[config.mk]
export PLATFORM = sky130hd
export DESIGN_NAME = sfl_channel
export DESIGN_NICKNAME = d
export VERILOG_FILES = /design/src/verilog/sfl_status_fifo.v /design/src/verilog/sfl_channel.v
export VERILOG_INCLUDE_DIRS = /design/src /design/src/verilog
export SDC_FILE = /design/constraint.sdc
export NUM_CORES = 1
export LEC_CHECK = 0
export BUFFER_PORTS_ARGS = -buffer_cell sky130_fd_sc_hd__buf_2
export CAP_MARGIN = 10
export CELL_PAD_IN_SITES_DETAIL_PLACEMENT = 0
export CELL_PAD_IN_SITES_GLOBAL_PLACEMENT = 2
export CORE_AREA = 2 2 159 161
export CTS_CLUSTER_DIAMETER = 40
export DETAILED_ROUTE_END_ITERATION = 16
export DIE_AREA = 0 0 161 163
export GPL_TIMING_DRIVEN = 0
export PLACE_DENSITY = 0.76
export SLEW_MARGIN = 5
export SYNTH_ARGS = -nofsm -noshare
export SYNTH_HDL_FRONTEND = slang
export SYNTH_HIERARCHICAL = 1
export SYNTH_SLANG_ARGS = --single-unit
[constraint.sdc]
create_clock -name clk -period 5.85 [get_ports clk]
set_clock_uncertainty 0.1 [all_clocks]
set_input_delay 1.755 -clock clk [delete_from_list [all_inputs] [get_ports clk]]
set_output_delay 1.755 -clock clk [all_outputs]
set_load 0.05 [all_outputs]
[src/verilog/sfl_map.vh]
/*
  Register offsets, field positions, reset values and sizes for the
  frame status FIFO and loop repeater channel block.
  Assumes a plain register port with 4-bit addresses and 8-bit data.
*/
`ifndef SFL_MAP_VH
`define SFL_MAP_VH

// ****************************************************************
// register offsets
// ****************************************************************
`define SFL_ADDR_EXT_STATUS      4'h0
`define SFL_ADDR_SPECIAL_RX      4'h1
`define SFL_ADDR_LIVE_2          4'h2
`define SFL_ADDR_LIVE_3          4'h3
`define SFL_ADDR_MIRROR_EXT      4'h4
`define SFL_ADDR_COUNT_LOW       4'h6
`define SFL_ADDR_COUNT_HIGH      4'h7
`define SFL_ADDR_INT_MODE        4'h8
`define SFL_ADDR_MISC_LINE       4'hA
`define SFL_ADDR_EXT_FEATURE     4'hF

// ****************************************************************
// field positions
// ****************************************************************
`define SFL_BIT_FIFO_EN          2
`define SFL_BIT_DATA_AVAIL       6
`define SFL_BIT_OVERFLOW         7
`define SFL_BIT_LOOP_MODE        1
`define SFL_BIT_GO_ACTIVE        4
`define SFL_BIT_ON_LOOP          1
`define SFL_BIT_LOOP_SENDING     4
`define SFL_BIT_BREAK_EOP        7
`define SFL_BIT_RXI_D3           3
`define SFL_BIT_RXI_D4           4

// ****************************************************************
// sizes and reset values
// ****************************************************************
`define SFL_FIFO_DEPTH           10
`define SFL_FIFO_WIDTH           19
`define SFL_COUNT_WIDTH          14
`define SFL_PTR_LAST             4'h9
`define SFL_RESET_BYTE           8'h00
`define SFL_END_OF_POLL          8'hFE
`define SFL_FLAG_PATTERN         8'h7E

`endif

[src/verilog/sfl_status_fifo.v]
/*
  Ten-entry, 19-bit frame status FIFO with pop guard and sticky
  overflow. Assumes push and pop are one-cycle pulses on clk.
*/
`timescale 1ns/100ps
`include "sfl_map.vh"

module sfl_status_fifo (
  // clock and reset
  input  wire        clk,
  input  wire        reset,
  // control
  input  wire        clear,
  input  wire        push,
  input  wire [18:0] push_data,
  input  wire        pop,
  // state
  output wire [18:0] head_data,
  output wire        not_empty,
  output reg         overflow_reg
);

  // ****************************************************************
  // storage and pointers
  // ****************************************************************
  reg [18:0] mem_reg [0:`SFL_FIFO_DEPTH-1];
  reg [3:0]  wr_ptr_reg;
  reg [3:0]  rd_ptr_reg;
  reg [3:0]  count_reg;
  wire       full;
  wire       do_push;
  wire       do_pop;

  // wrap an index at the last slot
  function [3:0] bump;
    input [3:0] p;
    begin
      bump = (p == `SFL_PTR_LAST) ? 4'h0 : p + 4'h1;
    end
  endfunction

  assign full      = (count_reg == 4'hA);
  assign not_empty = (count_reg != 4'h0);
  assign head_data = mem_reg[rd_ptr_reg];
  assign do_push   = push && !full;
  assign do_pop    = pop && not_empty;

  // pointers clear while disabled; overflow also clears while disabled
  always @(posedge clk) begin
    if (reset || clear) begin
      wr_ptr_reg   <= 4'h0;
      rd_ptr_reg   <= 4'h0;
      count_reg    <= 4'h0;
      overflow_reg <= 1'b0;
    end else begin
      if (push && full)
        overflow_reg <= 1'b1;
      if (do_push)
        wr_ptr_reg <= bump(wr_ptr_reg);
      if (do_pop)
        rd_ptr_reg <= bump(rd_ptr_reg);
      if (do_push && !do_pop)
        count_reg <= count_reg + 4'h1;
      else if (do_pop && !do_push)
        count_reg <= count_reg - 4'h1;
    end
  end

  // entry write; no reset needed for data
  always @(posedge clk) begin
    if (do_push)
      mem_reg[wr_ptr_reg] <= push_data;
  end

endmodule // sfl_status_fifo

[src/verilog/sfl_channel.v]
/*
  Channel logic for the frame status FIFO and the loop repeater of a
  secondary station. Assumes the framer supplies end-of-frame pulses,
  byte counts and live status, and that line data is sampled on clk
  once per bit time via rx_bit_tick.
*/
// Implementation choices: the strobed register port and the register addresses.
`timescale 1ns/100ps
`include "sfl_map.vh"

module sfl_channel (
  // clock and reset
  input  wire        clk,
  input  wire        reset,
  // register port
  input  wire [3:0]  reg_addr,
  input  wire [7:0]  reg_wdata,
  input  wire        reg_write,
  input  wire        reg_read,
  output reg  [7:0]  reg_rdata,
  // framer side
  input  wire        sdlc_mode,
  input  wire        frame_end,
  input  wire [13:0] frame_count,
  input  wire [7:0]  live_status,
  input  wire [7:0]  live_ext_status,
  input  wire [7:0]  live_reg2,
  input  wire [7:0]  live_reg3,
  input  wire        rx_top_valid,
  input  wire        rx_top_eof,
  input  wire        rx_top_error,
  input  wire        rx_char_read,
  input  wire        error_reset,
  input  wire        tx_data_valid,
  input  wire        tx_data_bit,
  input  wire        tx_frame_done,
  // serial loop
  input  wire        rx_bit_tick,
  input  wire        rxd_pin,
  output wire        txd,
  // events
  output reg         rx_data_int_reg,
  output reg         special_rx_int_reg,
  output reg         ext_status_int_reg,
  output wire        rx_fifo_locked
);

  // ****************************************************************
  // loop states
  // ****************************************************************
  localparam [2:0] ST_OFF      = 3'h0; // transparent repeat
  localparam [2:0] ST_HUNT     = 3'h1; // on loop, awaiting flag
  localparam [2:0] ST_ARMED    = 3'h2; // flag seen, awaiting poll
  localparam [2:0] ST_SEND     = 3'h3; // sending own frame
  localparam [2:0] ST_CLOSE    = 3'h4; // closing flag out
  localparam [2:0] ST_LEAVE    = 3'h5; // off command, delay kept

  // ****************************************************************
  // control registers
  // ****************************************************************
  reg  [7:0] ext_feature_reg;
  reg  [7:0] misc_control_reg;
  reg  [7:0] int_mode_reg;
  reg        ext_int_en_reg;
  wire       fifo_en;
  wire       fifo_clear;
  wire       anti_lock;

  assign fifo_en    = ext_feature_reg[`SFL_BIT_FIFO_EN] && sdlc_mode;
  assign fifo_clear = !fifo_en;
  assign anti_lock  = fifo_en && int_mode_reg[`SFL_BIT_RXI_D4]
                      && int_mode_reg[`SFL_BIT_RXI_D3];

  // software-written control; enable starts cleared
  always @(posedge clk) begin
    if (reset) begin
      ext_feature_reg  <= `SFL_RESET_BYTE;
      misc_control_reg <= `SFL_RESET_BYTE;
      int_mode_reg     <= `SFL_RESET_BYTE;
      ext_int_en_reg   <= 1'b0;
    end else if (reg_write) begin
      case (reg_addr)
        `SFL_ADDR_EXT_FEATURE: ext_feature_reg  <= reg_wdata;
        `SFL_ADDR_MISC_LINE:   misc_control_reg <= reg_wdata;
        `SFL_ADDR_INT_MODE: begin
          int_mode_reg   <= reg_wdata;
          ext_int_en_reg <= reg_wdata[0];
        end
        default: ;
      endcase
    end
  end

  // ****************************************************************
  // frame status FIFO
  // ****************************************************************
  wire [18:0] head_data;
  wire [18:0] push_data;
  wire        fifo_avail;
  wire        overflow;
  reg         avail_latch_reg;
  wire        status_pop;

  // keep only residue(3:1), overrun(5), CRC(6) beside the count
  assign push_data = {frame_count, live_status[6:5],
                      live_status[3:1]};
  assign status_pop = reg_read && (reg_addr == `SFL_ADDR_SPECIAL_RX)
                      && fifo_en && avail_latch_reg;

  sfl_status_fifo u_fifo (
    .clk          (clk),
    .reset        (reset),
    .clear        (fifo_clear),
    .push         (frame_end && fifo_en),
    .push_data    (push_data),
    .pop          (status_pop),
    .head_data    (head_data),
    .not_empty    (fifo_avail),
    .overflow_reg (overflow)
  );

  // high count read latches availability; a status read then pops
  // once, so a second status read cannot drain another entry
  always @(posedge clk) begin
    if (reset || fifo_clear)
      avail_latch_reg <= 1'b0;
    else if (reg_read && reg_addr == `SFL_ADDR_COUNT_HIGH)
      avail_latch_reg <= fifo_avail;
    else if (status_pop)
      avail_latch_reg <= 1'b0;
  end

  // ****************************************************************
  // loop repeater
  // ****************************************************************
  reg        rxd_meta_reg;
  reg        rxd_sync_reg;
  reg        delay_bit_reg;
  reg  [7:0] shift_reg;
  reg  [2:0] loop_state_reg;
  reg  [2:0] loop_state_next;
  reg        break_eop_reg;
  reg        flag_out_reg;
  reg  [2:0] flag_cnt_reg;
  wire       loop_mode;
  wire       go_active;
  wire [7:0] shift_now;
  wire       poll_seen;
  wire       flag_seen;
  wire       delay_on;
  wire       sending;
  wire [7:0] flag_bits;

  assign loop_mode = misc_control_reg[`SFL_BIT_LOOP_MODE];
  assign flag_bits = `SFL_FLAG_PATTERN;
  assign go_active = misc_control_reg[`SFL_BIT_GO_ACTIVE];
  assign shift_now = {shift_reg[6:0], rxd_sync_reg};
  assign poll_seen = rx_bit_tick && (shift_now == `SFL_END_OF_POLL);
  assign flag_seen = rx_bit_tick && (shift_now == `SFL_FLAG_PATTERN);
  assign delay_on  = (loop_state_reg != ST_OFF);
  assign sending   = (loop_state_reg == ST_SEND)
                     || (loop_state_reg == ST_CLOSE);

  // pin input passes two flops before the pattern logic
  always @(posedge clk) begin
    if (reset) begin
      rxd_meta_reg <= 1'b1;
      rxd_sync_reg <= 1'b1;
    end else begin
      rxd_meta_reg <= rxd_pin;
      rxd_sync_reg <= rxd_meta_reg;
    end
  end

  // pattern shifter and one-bit delay stage
  always @(posedge clk) begin
    if (reset) begin
      shift_reg     <= 8'hFF;
      delay_bit_reg <= 1'b1;
    end else if (rx_bit_tick) begin
      shift_reg     <= shift_now;
      delay_bit_reg <= rxd_sync_reg;
    end
  end

  // loop state sequencing
  always @* begin
    loop_state_next = loop_state_reg;
    case (loop_state_reg)
      ST_OFF:
        if (loop_mode && poll_seen)
          loop_state_next = ST_HUNT;
      ST_HUNT:
        if (!loop_mode)
          loop_state_next = ST_LEAVE;
        else if (flag_seen)
          loop_state_next = ST_ARMED;
      ST_ARMED:
        if (!loop_mode)
          loop_state_next = ST_LEAVE;
        else if (poll_seen && go_active)
          loop_state_next = ST_SEND;
        else if (poll_seen)
          loop_state_next = ST_HUNT;
      ST_SEND:
        if (tx_frame_done)
          loop_state_next = ST_CLOSE;
      ST_CLOSE:
        if (rx_bit_tick && flag_cnt_reg == 3'h7)
          loop_state_next = loop_mode ? ST_HUNT : ST_LEAVE;
      ST_LEAVE:
        if (poll_seen)
          loop_state_next = ST_OFF;
      default:
        loop_state_next = ST_OFF;
    endcase
  end

  // state register, break/end-of-poll event and closing flag count
  always @(posedge clk) begin
    if (reset) begin
      loop_state_reg <= ST_OFF;
      break_eop_reg  <= 1'b0;
      flag_cnt_reg   <= 3'h0;
      flag_out_reg   <= 1'b0;
    end else begin
      loop_state_reg <= loop_state_next;
      if (loop_mode && poll_seen)
        break_eop_reg <= 1'b1;
      else if (reg_read && reg_addr == `SFL_ADDR_EXT_STATUS)
        break_eop_reg <= 1'b0;
      if (loop_state_reg == ST_CLOSE && rx_bit_tick)
        flag_cnt_reg <= flag_cnt_reg + 3'h1;
      else if (loop_state_reg != ST_CLOSE)
        flag_cnt_reg <= 3'h0;
      // final one of the poll leaves as zero, making a flag
      flag_out_reg <= (loop_state_next == ST_SEND)
                      && (loop_state_reg == ST_ARMED);
    end
  end

  // transparent path uses gates only; on loop, repeat one bit late
  assign txd = !delay_on ? rxd_pin :
               flag_out_reg ? 1'b0 :
               (loop_state_reg == ST_SEND && tx_data_valid) ?
                 tx_data_bit :
               (loop_state_reg == ST_CLOSE) ?
                 flag_bits[~flag_cnt_reg] :
               delay_bit_reg;

  // ****************************************************************
  // receive interrupt and lock
  // ****************************************************************
  reg lock_reg;

  assign rx_fifo_locked = lock_reg;

  // anti-lock gives a data vector for frame ends; errors still lock
  always @(posedge clk) begin
    if (reset) begin
      lock_reg           <= 1'b0;
      rx_data_int_reg    <= 1'b0;
      special_rx_int_reg <= 1'b0;
      ext_status_int_reg <= 1'b0;
    end else begin
      rx_data_int_reg    <= anti_lock && rx_top_valid
                            && rx_top_eof && !lock_reg;
      special_rx_int_reg <= rx_char_read && rx_top_error;
      ext_status_int_reg <= loop_mode && poll_seen
                            && ext_int_en_reg;
      if (rx_char_read && (rx_top_error
          || (rx_top_eof && !anti_lock)))
        lock_reg <= 1'b1;
      else if (error_reset)
        lock_reg <= 1'b0;
    end
  end

  // ****************************************************************
  // read data
  // ****************************************************************
  reg [7:0] rd_mux;

  // status read path; empty or disabled goes to live status
  always @* begin
    case (reg_addr)
      `SFL_ADDR_EXT_STATUS, `SFL_ADDR_MIRROR_EXT:
        rd_mux = {break_eop_reg, live_ext_status[6:0]};
      `SFL_ADDR_SPECIAL_RX, 4'h5:
        rd_mux = (fifo_en && fifo_avail) ?
                 {live_status[7], head_data[4:3], live_status[4],
                  head_data[2:0], live_status[0]}
                 : live_status;
      `SFL_ADDR_LIVE_2:
        rd_mux = live_reg2;
      `SFL_ADDR_LIVE_3:
        rd_mux = live_reg3;
      `SFL_ADDR_COUNT_LOW:
        rd_mux = fifo_en ? head_data[12:5] : live_reg2;
      `SFL_ADDR_COUNT_HIGH:
        rd_mux = fifo_en ? {overflow, fifo_avail,
                            head_data[18:13]} : live_reg3;
      `SFL_ADDR_MISC_LINE:
        rd_mux = {3'h0, sending, 2'h0, delay_on, 1'b0};
      `SFL_ADDR_EXT_FEATURE:
        rd_mux = {5'h00, fifo_en, 2'h0};
      default:
        rd_mux = 8'h00;
    endcase
  end

  // read data stands in the cycle after the strobe only
  always @(posedge clk) begin
    if (reset)
      reg_rdata <= 8'h00;
    else if (reg_read)
      reg_rdata <= rd_mux;
    else
      reg_rdata <= 8'h00;
  end

endmodule // sfl_channel

**Word level (Yosys, flattened, before mapping)**

Memory sizes are Yosys's and may differ from the RTL's. A register that Yosys moved wholly into a read port is not among the register bits.
Cells that the tools add are included.

- Register bits after elaboration: 58
- Latch bits: 0
- RAM bits: 190
- Bits in read-only memories: 8
- Input port bits: 74
- Output and inout port bits: 13
- Word-level logic and storage cells: 145
- Memories: 2

Memories:

| memory | words | bits a word | read ports | clocked after Yosys merged registers in | wr ports | line | text |
|---|---|---|---|---|---|---|---|
| u_fifo.mem_reg | 10 | 19 | 1 | 1 | 1 | sfl_status_fifo.v:26 | `` reg [18:0] mem_reg [0:`SFL_FIFO_DEPTH-1]; `` |
| (no name shown) | 8 | 1 | 1 | 0 | 0 | sfl_channel.v:248 | `flag_bits[~flag_cnt_reg] :` |

- Add/sub/neg operators: 5
- $mul: 0
- Div/mod/pow operators: 0
- Order comparisons: 1
- Equality and inequality tests: 23
- Shift operators: 0
- Mux-type cells: 36
- Bitwise logic cells: 2
- Reductions and logical operators: 54

Operator list:

| operator | count |
|---|---|
| $pmux 8 s8 | 1 |
| $mux 3 | 12 |
| $logic_and 1x1->1 | 30 |
| $eq 4x4->1 const B | 6 |
| $mux 4 | 6 |
| $pmux 3 s6 | 1 |
| $eq 4x3->1 const B | 4 |
| $mux 8 | 2 |
| $mux 1 | 13 |
| $add 4x1->4 const B | 3 |
| $reduce_bool 2->1 | 5 |
| $eq 3x2->1 const B | 3 |
| $eq 3x3->1 const B | 3 |
| $eq 4x2->1 const B | 2 |
| $eq 8x7->1 const B | 1 |
| $eq 8x8->1 const B | 1 |
| $mux 7 | 1 |
| $logic_not 1->1 | 6 |
| $reduce_and 2->1 | 3 |
| $reduce_or 2->1 | 3 |
| $eq 4x1->1 const B | 1 |
| $logic_not 4->1 | 1 |
| $lt 3x4->1 const B | 1 |
| $reduce_bool 4->1 | 1 |
| 9 further kinds | 11 |

**Logic depth before layout (Yosys ltp)**

Gate-level depths: netlist of the first run.

- Depth in word-level cells: 8
- Depth in mapped cells: 13
- Depth with buffers taken out: 12

**By module**

The synthesis of the first run kept the hierarchy.

By module, submodules not included:

| module | times used | cells each | area each (um^2) | sequential area each (um^2) |
|---|---|---|---|---|
| sfl_status_fifo | 1 | 486 | 8279.2 | 6045.8 |
| sfl_channel | 1 | 240 | 2112.0 | 720.7 |

**Worst setup path before layout of the first run**

No wires, ideal clock.

- Path type: input to output
- From: in tx_data_valid
- To: out txd
- Data arrival time: 3.056 ns
- Data required time: 3.995 ns
- Setup slack: 0.939 ns
- Cell stages on the path: 3
- Path buffers: 0
- Cell sequence: a31oi_1 o221a_1 o41ai_2

- Cells in the longest elaborated chain, start to end: 4

RTL lines:

| what | line | text |
|---|---|---|
| start: declaration | sfl_channel.v:34 | `input wire tx_data_valid,` |
| $logic_and 1x1->1 | sfl_channel.v:245 | `(loop_state_reg == ST_SEND && tx_data_valid) ?` |
| $mux 1 | sfl_channel.v:245 |  |
| $mux 1 | sfl_channel.v:244 | `flag_out_reg ? 1'b0 :` |
| $mux 1 | sfl_channel.v:243 | `assign txd = !delay_on ? rxd_pin :` |
| end: declaration | sfl_channel.v:40 | `output wire txd,` |

No other way between the ends.

**Final worst setup path of the first run**

Same ends and word-level chain as after synthesis.

==> reports/metrics.cfg, run 1 <==
[outcome]
status = finished, final reports clean

[sta]
finalHoldViolCount = 0
fmax_mhz = 216.6
worst_slack_ps = 1233
worstMarginPinSlew_ps = 916.6
rsz0062_at_grt = false
finalCritPeriodShare_pct = 78.92
slew_headroom_pct = 38.56
finalSetupViolCount = 0
maxSlewViolCount = 0
period_minus_slack_ps = 4617

[route]
detail-route-antenna-nets = 0
dr_total_vias = 6571
viasPerCell = 5.395
drc = 0
initialDrtViolationCount = 339
routed_wirelength_mm = 25.39
dr.pass1.iters = 5
wl_per_cell_um = 20.84

[place]
dpl.cell_count = 1153
pre_cts_slack_ps = 935.2
io_buffers = 78
dpl.hpwl_mm = 18.32
gp_congestion = 0.8435

[yosys]
synthCells = 726
syn_area_um2 = 10390
yosysWarnings = 6
synth.largest_area_cell = edfxtp_1
avgSynthCellArea_um2 = 14.31
ys_types = 75
synth_ff_type = edfxtp_1
async_reset_ff_share_pct = 0
ys_seq_area_share_pct = 65.12
synth_enable_flop_cells = 190
ys_ff_latch = 243
synth_top_area_share_pct = 54.91
syn_nets = 807
synthTopCellsByArea = edfxtp_1 55%, dfxtp_1 10%, mux2_2 7.4%

[pwr]
p_leak_nw = 4.314
vdd.ir_drop.worst_uv = 179.4
power_switching_mw = 0.8634
p_int_mw = 3.329
pwr-share-clk_pct = 52.3
seqPwrFrac_pct = 44.6
p_per_area_nw_per_um2 = 331.0
pwr-share-comb_pct = 3.1
p_sw_share_pct = 20.60

[floorplan]
start_util_pct = 42.11
die_w_um = 161
core_area_um2 = 24670
die-area_um2 = 26240
fp.dieH_um = 163
num_rows = 58
io_pins = 87

[setup_path]
start_kind = input pin
crit_type = input pin to output port
r2r_end = reg_rdata[7]$_SDFF_PP0_
required_ps = 3990
end_kind = output port
ff2ff_path_depth = 8
crit_fanout = 2
reg2reg_slack_ps = 2810
critPathArrivalTime_ps = 2760

[clock_tree]
cts-resized-gates = 0
root_buffer = clkbuf_16
clk_path_buf_depth = 3
postCtsHoldBufs = 0
clk_pin_slew_ps = 50
cts.sinks = 243
postCtsSetupRepairBufs = 0
htree_num_levels = 2
clock_latency_ps = 510
numCtsBuffers = 35
cts_tree = done

[global_route]
grt_max_degree = 15
grt-ovfl-total = 0
first_global_vias = 6734
grt_pass1_wl_mm = 38.63
antenna_found_initial = 2
grtUsageTotal_pct = 19.49

[cells_and_area]
area_delta_synth_final_pct = 21.88
largest_reg_flops = 190
instances_no_fill = 1218
ff_latch_area_um2 = 6766
drive_above_1_share_pct = 32.02
final_nets = 941
nFillCells = 2170
final_core_util_pct = 51.33
multiInputGateArea_um2 = 3317

[min_path]
hold_path.startpoint = rxd_meta_reg$_SDFF_PP1_
holdCritPathClass = flop to flop
hold_path_end = rxd_sync_reg$_SDFF_PP1_
min_path_cells = 1

[run]
maxCapViolations = 0

==> layout by cell type (no fill, tap or decap), drive strengths merged, types with 6 or more instances in the layout <==
master,count
edfxtp,190
buf,119
mux2,68
clkbuf,57
dfxtp,53
mux2i,52
nand2,39
nor2,36
o21ai,31
inv,24
a21oi,17
a22oi,17
o221ai,15
nand3,14
nor3,12
clkinv,12
nor2b,11
nand2b,11
a211o,8
nor4,7
a31oi,6
ha,6
bufinv,6
or2,6
==> cell type report <==
class | instances | share of cell area [%]
sequential | 243 | 53.43
multi-input combinational | 425 | 26.19
clock buffer | 38 | 7.173
timing repair buffer | 97 | 4.475
tap | 330 | 3.260
clock inverter | 26 | 2.667
buffer | 41 | 2.282
inverter | 17 | 0.5039
antenna | 1 | 0.01976
==> power groups by stage <==
stage	registers [mW]	clock network [mW]	logic, mW
4_1_cts	1.87	2.23	0.130
3_3_place_gp	1.91	0	0.126
3_5_place_dp	1.91	0	0.129
5_1_grt	1.87	2.31	0.141
6_report	1.87	2.19	0.129
2_1_floorplan	1.91	0	0.0583
==> cells by family after synthesis <==
logic type / count (synthesis) / synth area share (%)
flops: 243 / 65.12
simple gates: 159 / 8.405
compound gates: 131 / 9.115
mux: 120 / 12.38
buf+inv: 58 / 3.396
xor+xnor: 8 / 0.6743
fa+ha+maj: 7 / 0.9151
==> through the flow <==
stage	total power, mW	setup TNS, ps	area, µm²	hold slack, ps
2_1_floorplan	1.972	0	10390	289.5
3_3_place_gp	2.032	-42820	11190	301.1
3_5_place_dp	2.036	0	11420	302.8
4_1_cts	4.236	0	12660	312.5
5_1_grt	4.322	0	12660	346.1
6_report	4.192	0	12660	310.7
==> worst max path at each step <==
stage                        from                                to  cells after the start
floorplan           tx_data_valid                               txd                      3
global placement        sdlc_mode    u_fifo/mem_reg[1][8]$_DFFE_PP_                      5
detailed placement    reg_addr[3]  u_fifo/count_reg[3]$_SDFFE_PP0P_                     13
CTS                 tx_data_valid                               txd                      5
global route          reg_addr[3]  u_fifo/count_reg[3]$_SDFFE_PP0P_                     13
finish              tx_data_valid                               txd                      5
==> critical path: stages <==
cell,delay [ps]
buf_2,90
a31oi_1,80
o221a_1,270
o41ai_2,260
buf_2,310
==> synthesized netlist by cell type, drive strengths merged, types with 5 or more instances <==
cell type / count
edfxtp: 190
nand2: 39
a21oi: 17
nand3: 14
o221ai: 15
dfxtp: 53
o21ai: 31
nor4: 7
xnor2: 5
mux2: 68
a22oi: 17
nor2: 36
buf: 22
or2: 6
nor3: 12
mux2i: 52
nand2b: 11
a211o: 8
ha: 6
nor2b: 11
inv: 17
a31oi: 6
o22ai: 5
clkbuf: 19
==> metal layers <==
metal | track usage (%) | up-vias | routed length [µm]
li1 | - | 3088 | -
met1 | 25.41 | 3237 | 10850
met2 | 33.30 | 211 | 12460
met3 | 3.845 | 35 | 1641
met4 | 5.519 | 0 | 437
met5 | 0 | - | 0
No activity file was read; power rests on OpenSTA's default activity.
==> inputs of run 2 (changes only) <==
Settings changed: ABC_AREA from default to 1, CORE_AREA 2 2 159 161 to 2 2 174 176, DIE_AREA 0 0 161 163 to 0 0 176 178.
Clock period 5.85 ns to 4.8 ns, I/O delays scaled along.
==> reports/metrics.cfg, run 2 <==
[floorplan]
fp.dieH_um = 178
die-area_um2 = 31330
die_w_um = 176
num_rows = 63
io_pins = 87
start_util_pct = 37.37
core_area_um2 = 29400

[yosys]
ys_seq_area_share_pct = 61.58
synthTopCellsByArea = edfxtp_1 52%, nand2_1 12%, dfxtp_1 9.7%
synthXorXnorAreaFrac_pct = 0.1594
muxShareOfSynthArea_pct = 0
syn_area_um2 = 10990
syn_nets = 1277
async_reset_ff_share_pct = 0
synth.largest_area_cell = edfxtp_1
ys_ff_latch = 243
yosysWarnings = 6
ys_types = 37
yosys.area_share.simple_pct = 23.96
synth_most_common_cell = nand2_1
synth_enable_flop_cells = 190
synth_top_family_by_area = simple AND/OR/NAND/NOR gates
synth_top_area_share_pct = 51.92
avgSynthCellArea_um2 = 9.187
synthTopCellsByCount = 339 x nand2_1, 190 x edfxtp_1, 174 x inv_1
synthCells = 1196
synth_ff_type = edfxtp_1
synthAdderAreaFrac_pct = 0.8654
synth_compound_area_share_pct = 4.805

[route]
viasPerCell = 4.774
dr.pass1.iters = 4
detail-route-antenna-nets = 0
routed_wirelength_mm = 31.92
initialDrtViolationCount = 630
drc = 0
dr_total_vias = 8345
wl_per_cell_um = 18.26

[sta]
finalCritPeriodShare_pct = 78.29
worst_slack_ps = 1042
holdWs_ps = 302.1
slew_headroom_pct = 40.24
fmax_mhz = 266.1
finalSetupViolCount = 0
rsz0062_at_grt = false
period_minus_slack_ps = 3758
worstMarginPinSlew_ps = 896.4
maxSlewViolCount = 0
finalSetupTns_ps = 0
finalHoldViolCount = 0

[setup_path]
required_ps = 3260
cp_num_buf_inv = 2
crit_chain = buf_2 > nand2_1 > nand3_1 > o211ai_1 > o21ai_0 > buf_2
end_kind = output port
start_kind = input pin
crit_fanout = 2
critPathArrivalTime_ps = 2220
cp_common_cell = buf_2
cp_top_family = buffers and inverters
critical-path-max-stage-delay_ps = 290
cp_slowest_cell = buf_2
crit_type = input pin to output port

[place]
gp_congestion = 0.7831
dpl.cell_count = 1673
dpl.hpwl_mm = 21.71
io_buffers = 82
pre_cts_slack_ps = 712.7

[cells_and_area]
diodes = 0
final_cell_mix = 339 x nand2_1, 190 x edfxtp_1, 174 x inv_1, 139 x nand3_1, 106 x nor2_1
largest_reg_flops = 190
final_nets = 1407
instances_no_fill = 1748
final_common_cell = nand2_1
drive_above_1_share_pct = 15.83
area_delta_synth_final_pct = 22.81
nFillCells = 2839

[pwr]
p_per_area_nw_per_um2 = 407.4
p_leak_nw = 5.754
vdd.ir_drop.worst_uv = 220.3

[clock_tree]
clk_path_buf_depth = 3
htree_num_levels = 2
postCtsSetupRepairBufs = 0
clk_pin_slew_ps = 50
clock_latency_ps = 530
numCtsBuffers = 41
cts-resized-gates = 0
cts.sinks = 243
postCtsHoldBufs = 0
root_buffer = clkbuf_16
cts_tree = done

[global_route]
grt_pass1_wl_mm = 48.16
grt-ovfl-total = 0
first_global_vias = 8093
grtUsageTotal_pct = 20.78
grt_max_degree = 20
antenna_found_initial = 0

[min_path]
holdCritPathClass = flop to flop

[run]
maxCapViolations = 0

[outcome]
status = finished, final reports clean

run 2: cell count changes after synthesis, sizes merged, moves of 22 or more:
cell,previous run,this run
nand2,39,340
inv,17,177
nand3,14,141
nor2,36,123
mux2,68,0
mux2i,52,0
o21ai,31,53
run 2: area by class of cell:
class	count	area, µm²	area share, %
well taps	390	488.0	3.616
repair buffers	87	510.5	3.783
clock buffers	49	1109	8.215
clock inverters	26	349.1	2.587
multi-input cells	731	3323	24.63
inverters	178	670.6	4.970
plain buffers	44	277.8	2.058
flip-flops and latches	243	6766	50.14
run 2: final timing paths:
path / cells past startpoint / slack [ps] / endpoint / from
min reg2reg: 1 / 300 / rxd_sync_reg$_SDFF_PP1_ / rxd_meta_reg$_SDFF_PP1_
max reg2reg: 7 / 1910 / u_fifo/mem_reg[0][2]$_DFFE_PP_ / ext_feature_reg[2]$_SDFFE_PP0P_
min: 1 / 300 / rxd_sync_reg$_SDFF_PP1_ / rxd_meta_reg$_SDFF_PP1_
max: 6 / 1040 / txd / tx_data_valid
run 2: kinds of logic after synthesis:
logic type | after synthesis
AO/OA/AOI/OAI | 96
adder cells (fa/ha/maj) | 7
XOR/XNOR | 2
buffers and inverters | 222
flip-flops | 243
AND/OR/NAND/NOR | 626
run 2: stage by stage:
step	util (%)	cell area [µm²]	power (mW)
2_1_floorplan	-	10990	2.382
3_3_place_gp	40.43	11890	2.461
3_5_place_dp	40.94	12040	2.462
4_1_cts	45.90	13490	5.551
5_1_grt	45.90	13490	5.651
6_report	45.90	13490	5.497
run 2: routing by layer:
metal / vias up / wire [µm] / global-route usage (%)
met2: 198 / 15130 / 34.48
met3: 64 / 1570 / 3.154
met5: - / 0 / 0
met4: 0 / 1066 / 7.886
li1: 4146 / - / -
met1: 3937 / 14150 / 27.62
run 2: power breakdown:
part / internal, mW / switching (mW)
clock: 2.04 / 1.04
sequential: 2.28 / 0.00429
combinational: 0.0414 / 0.0954
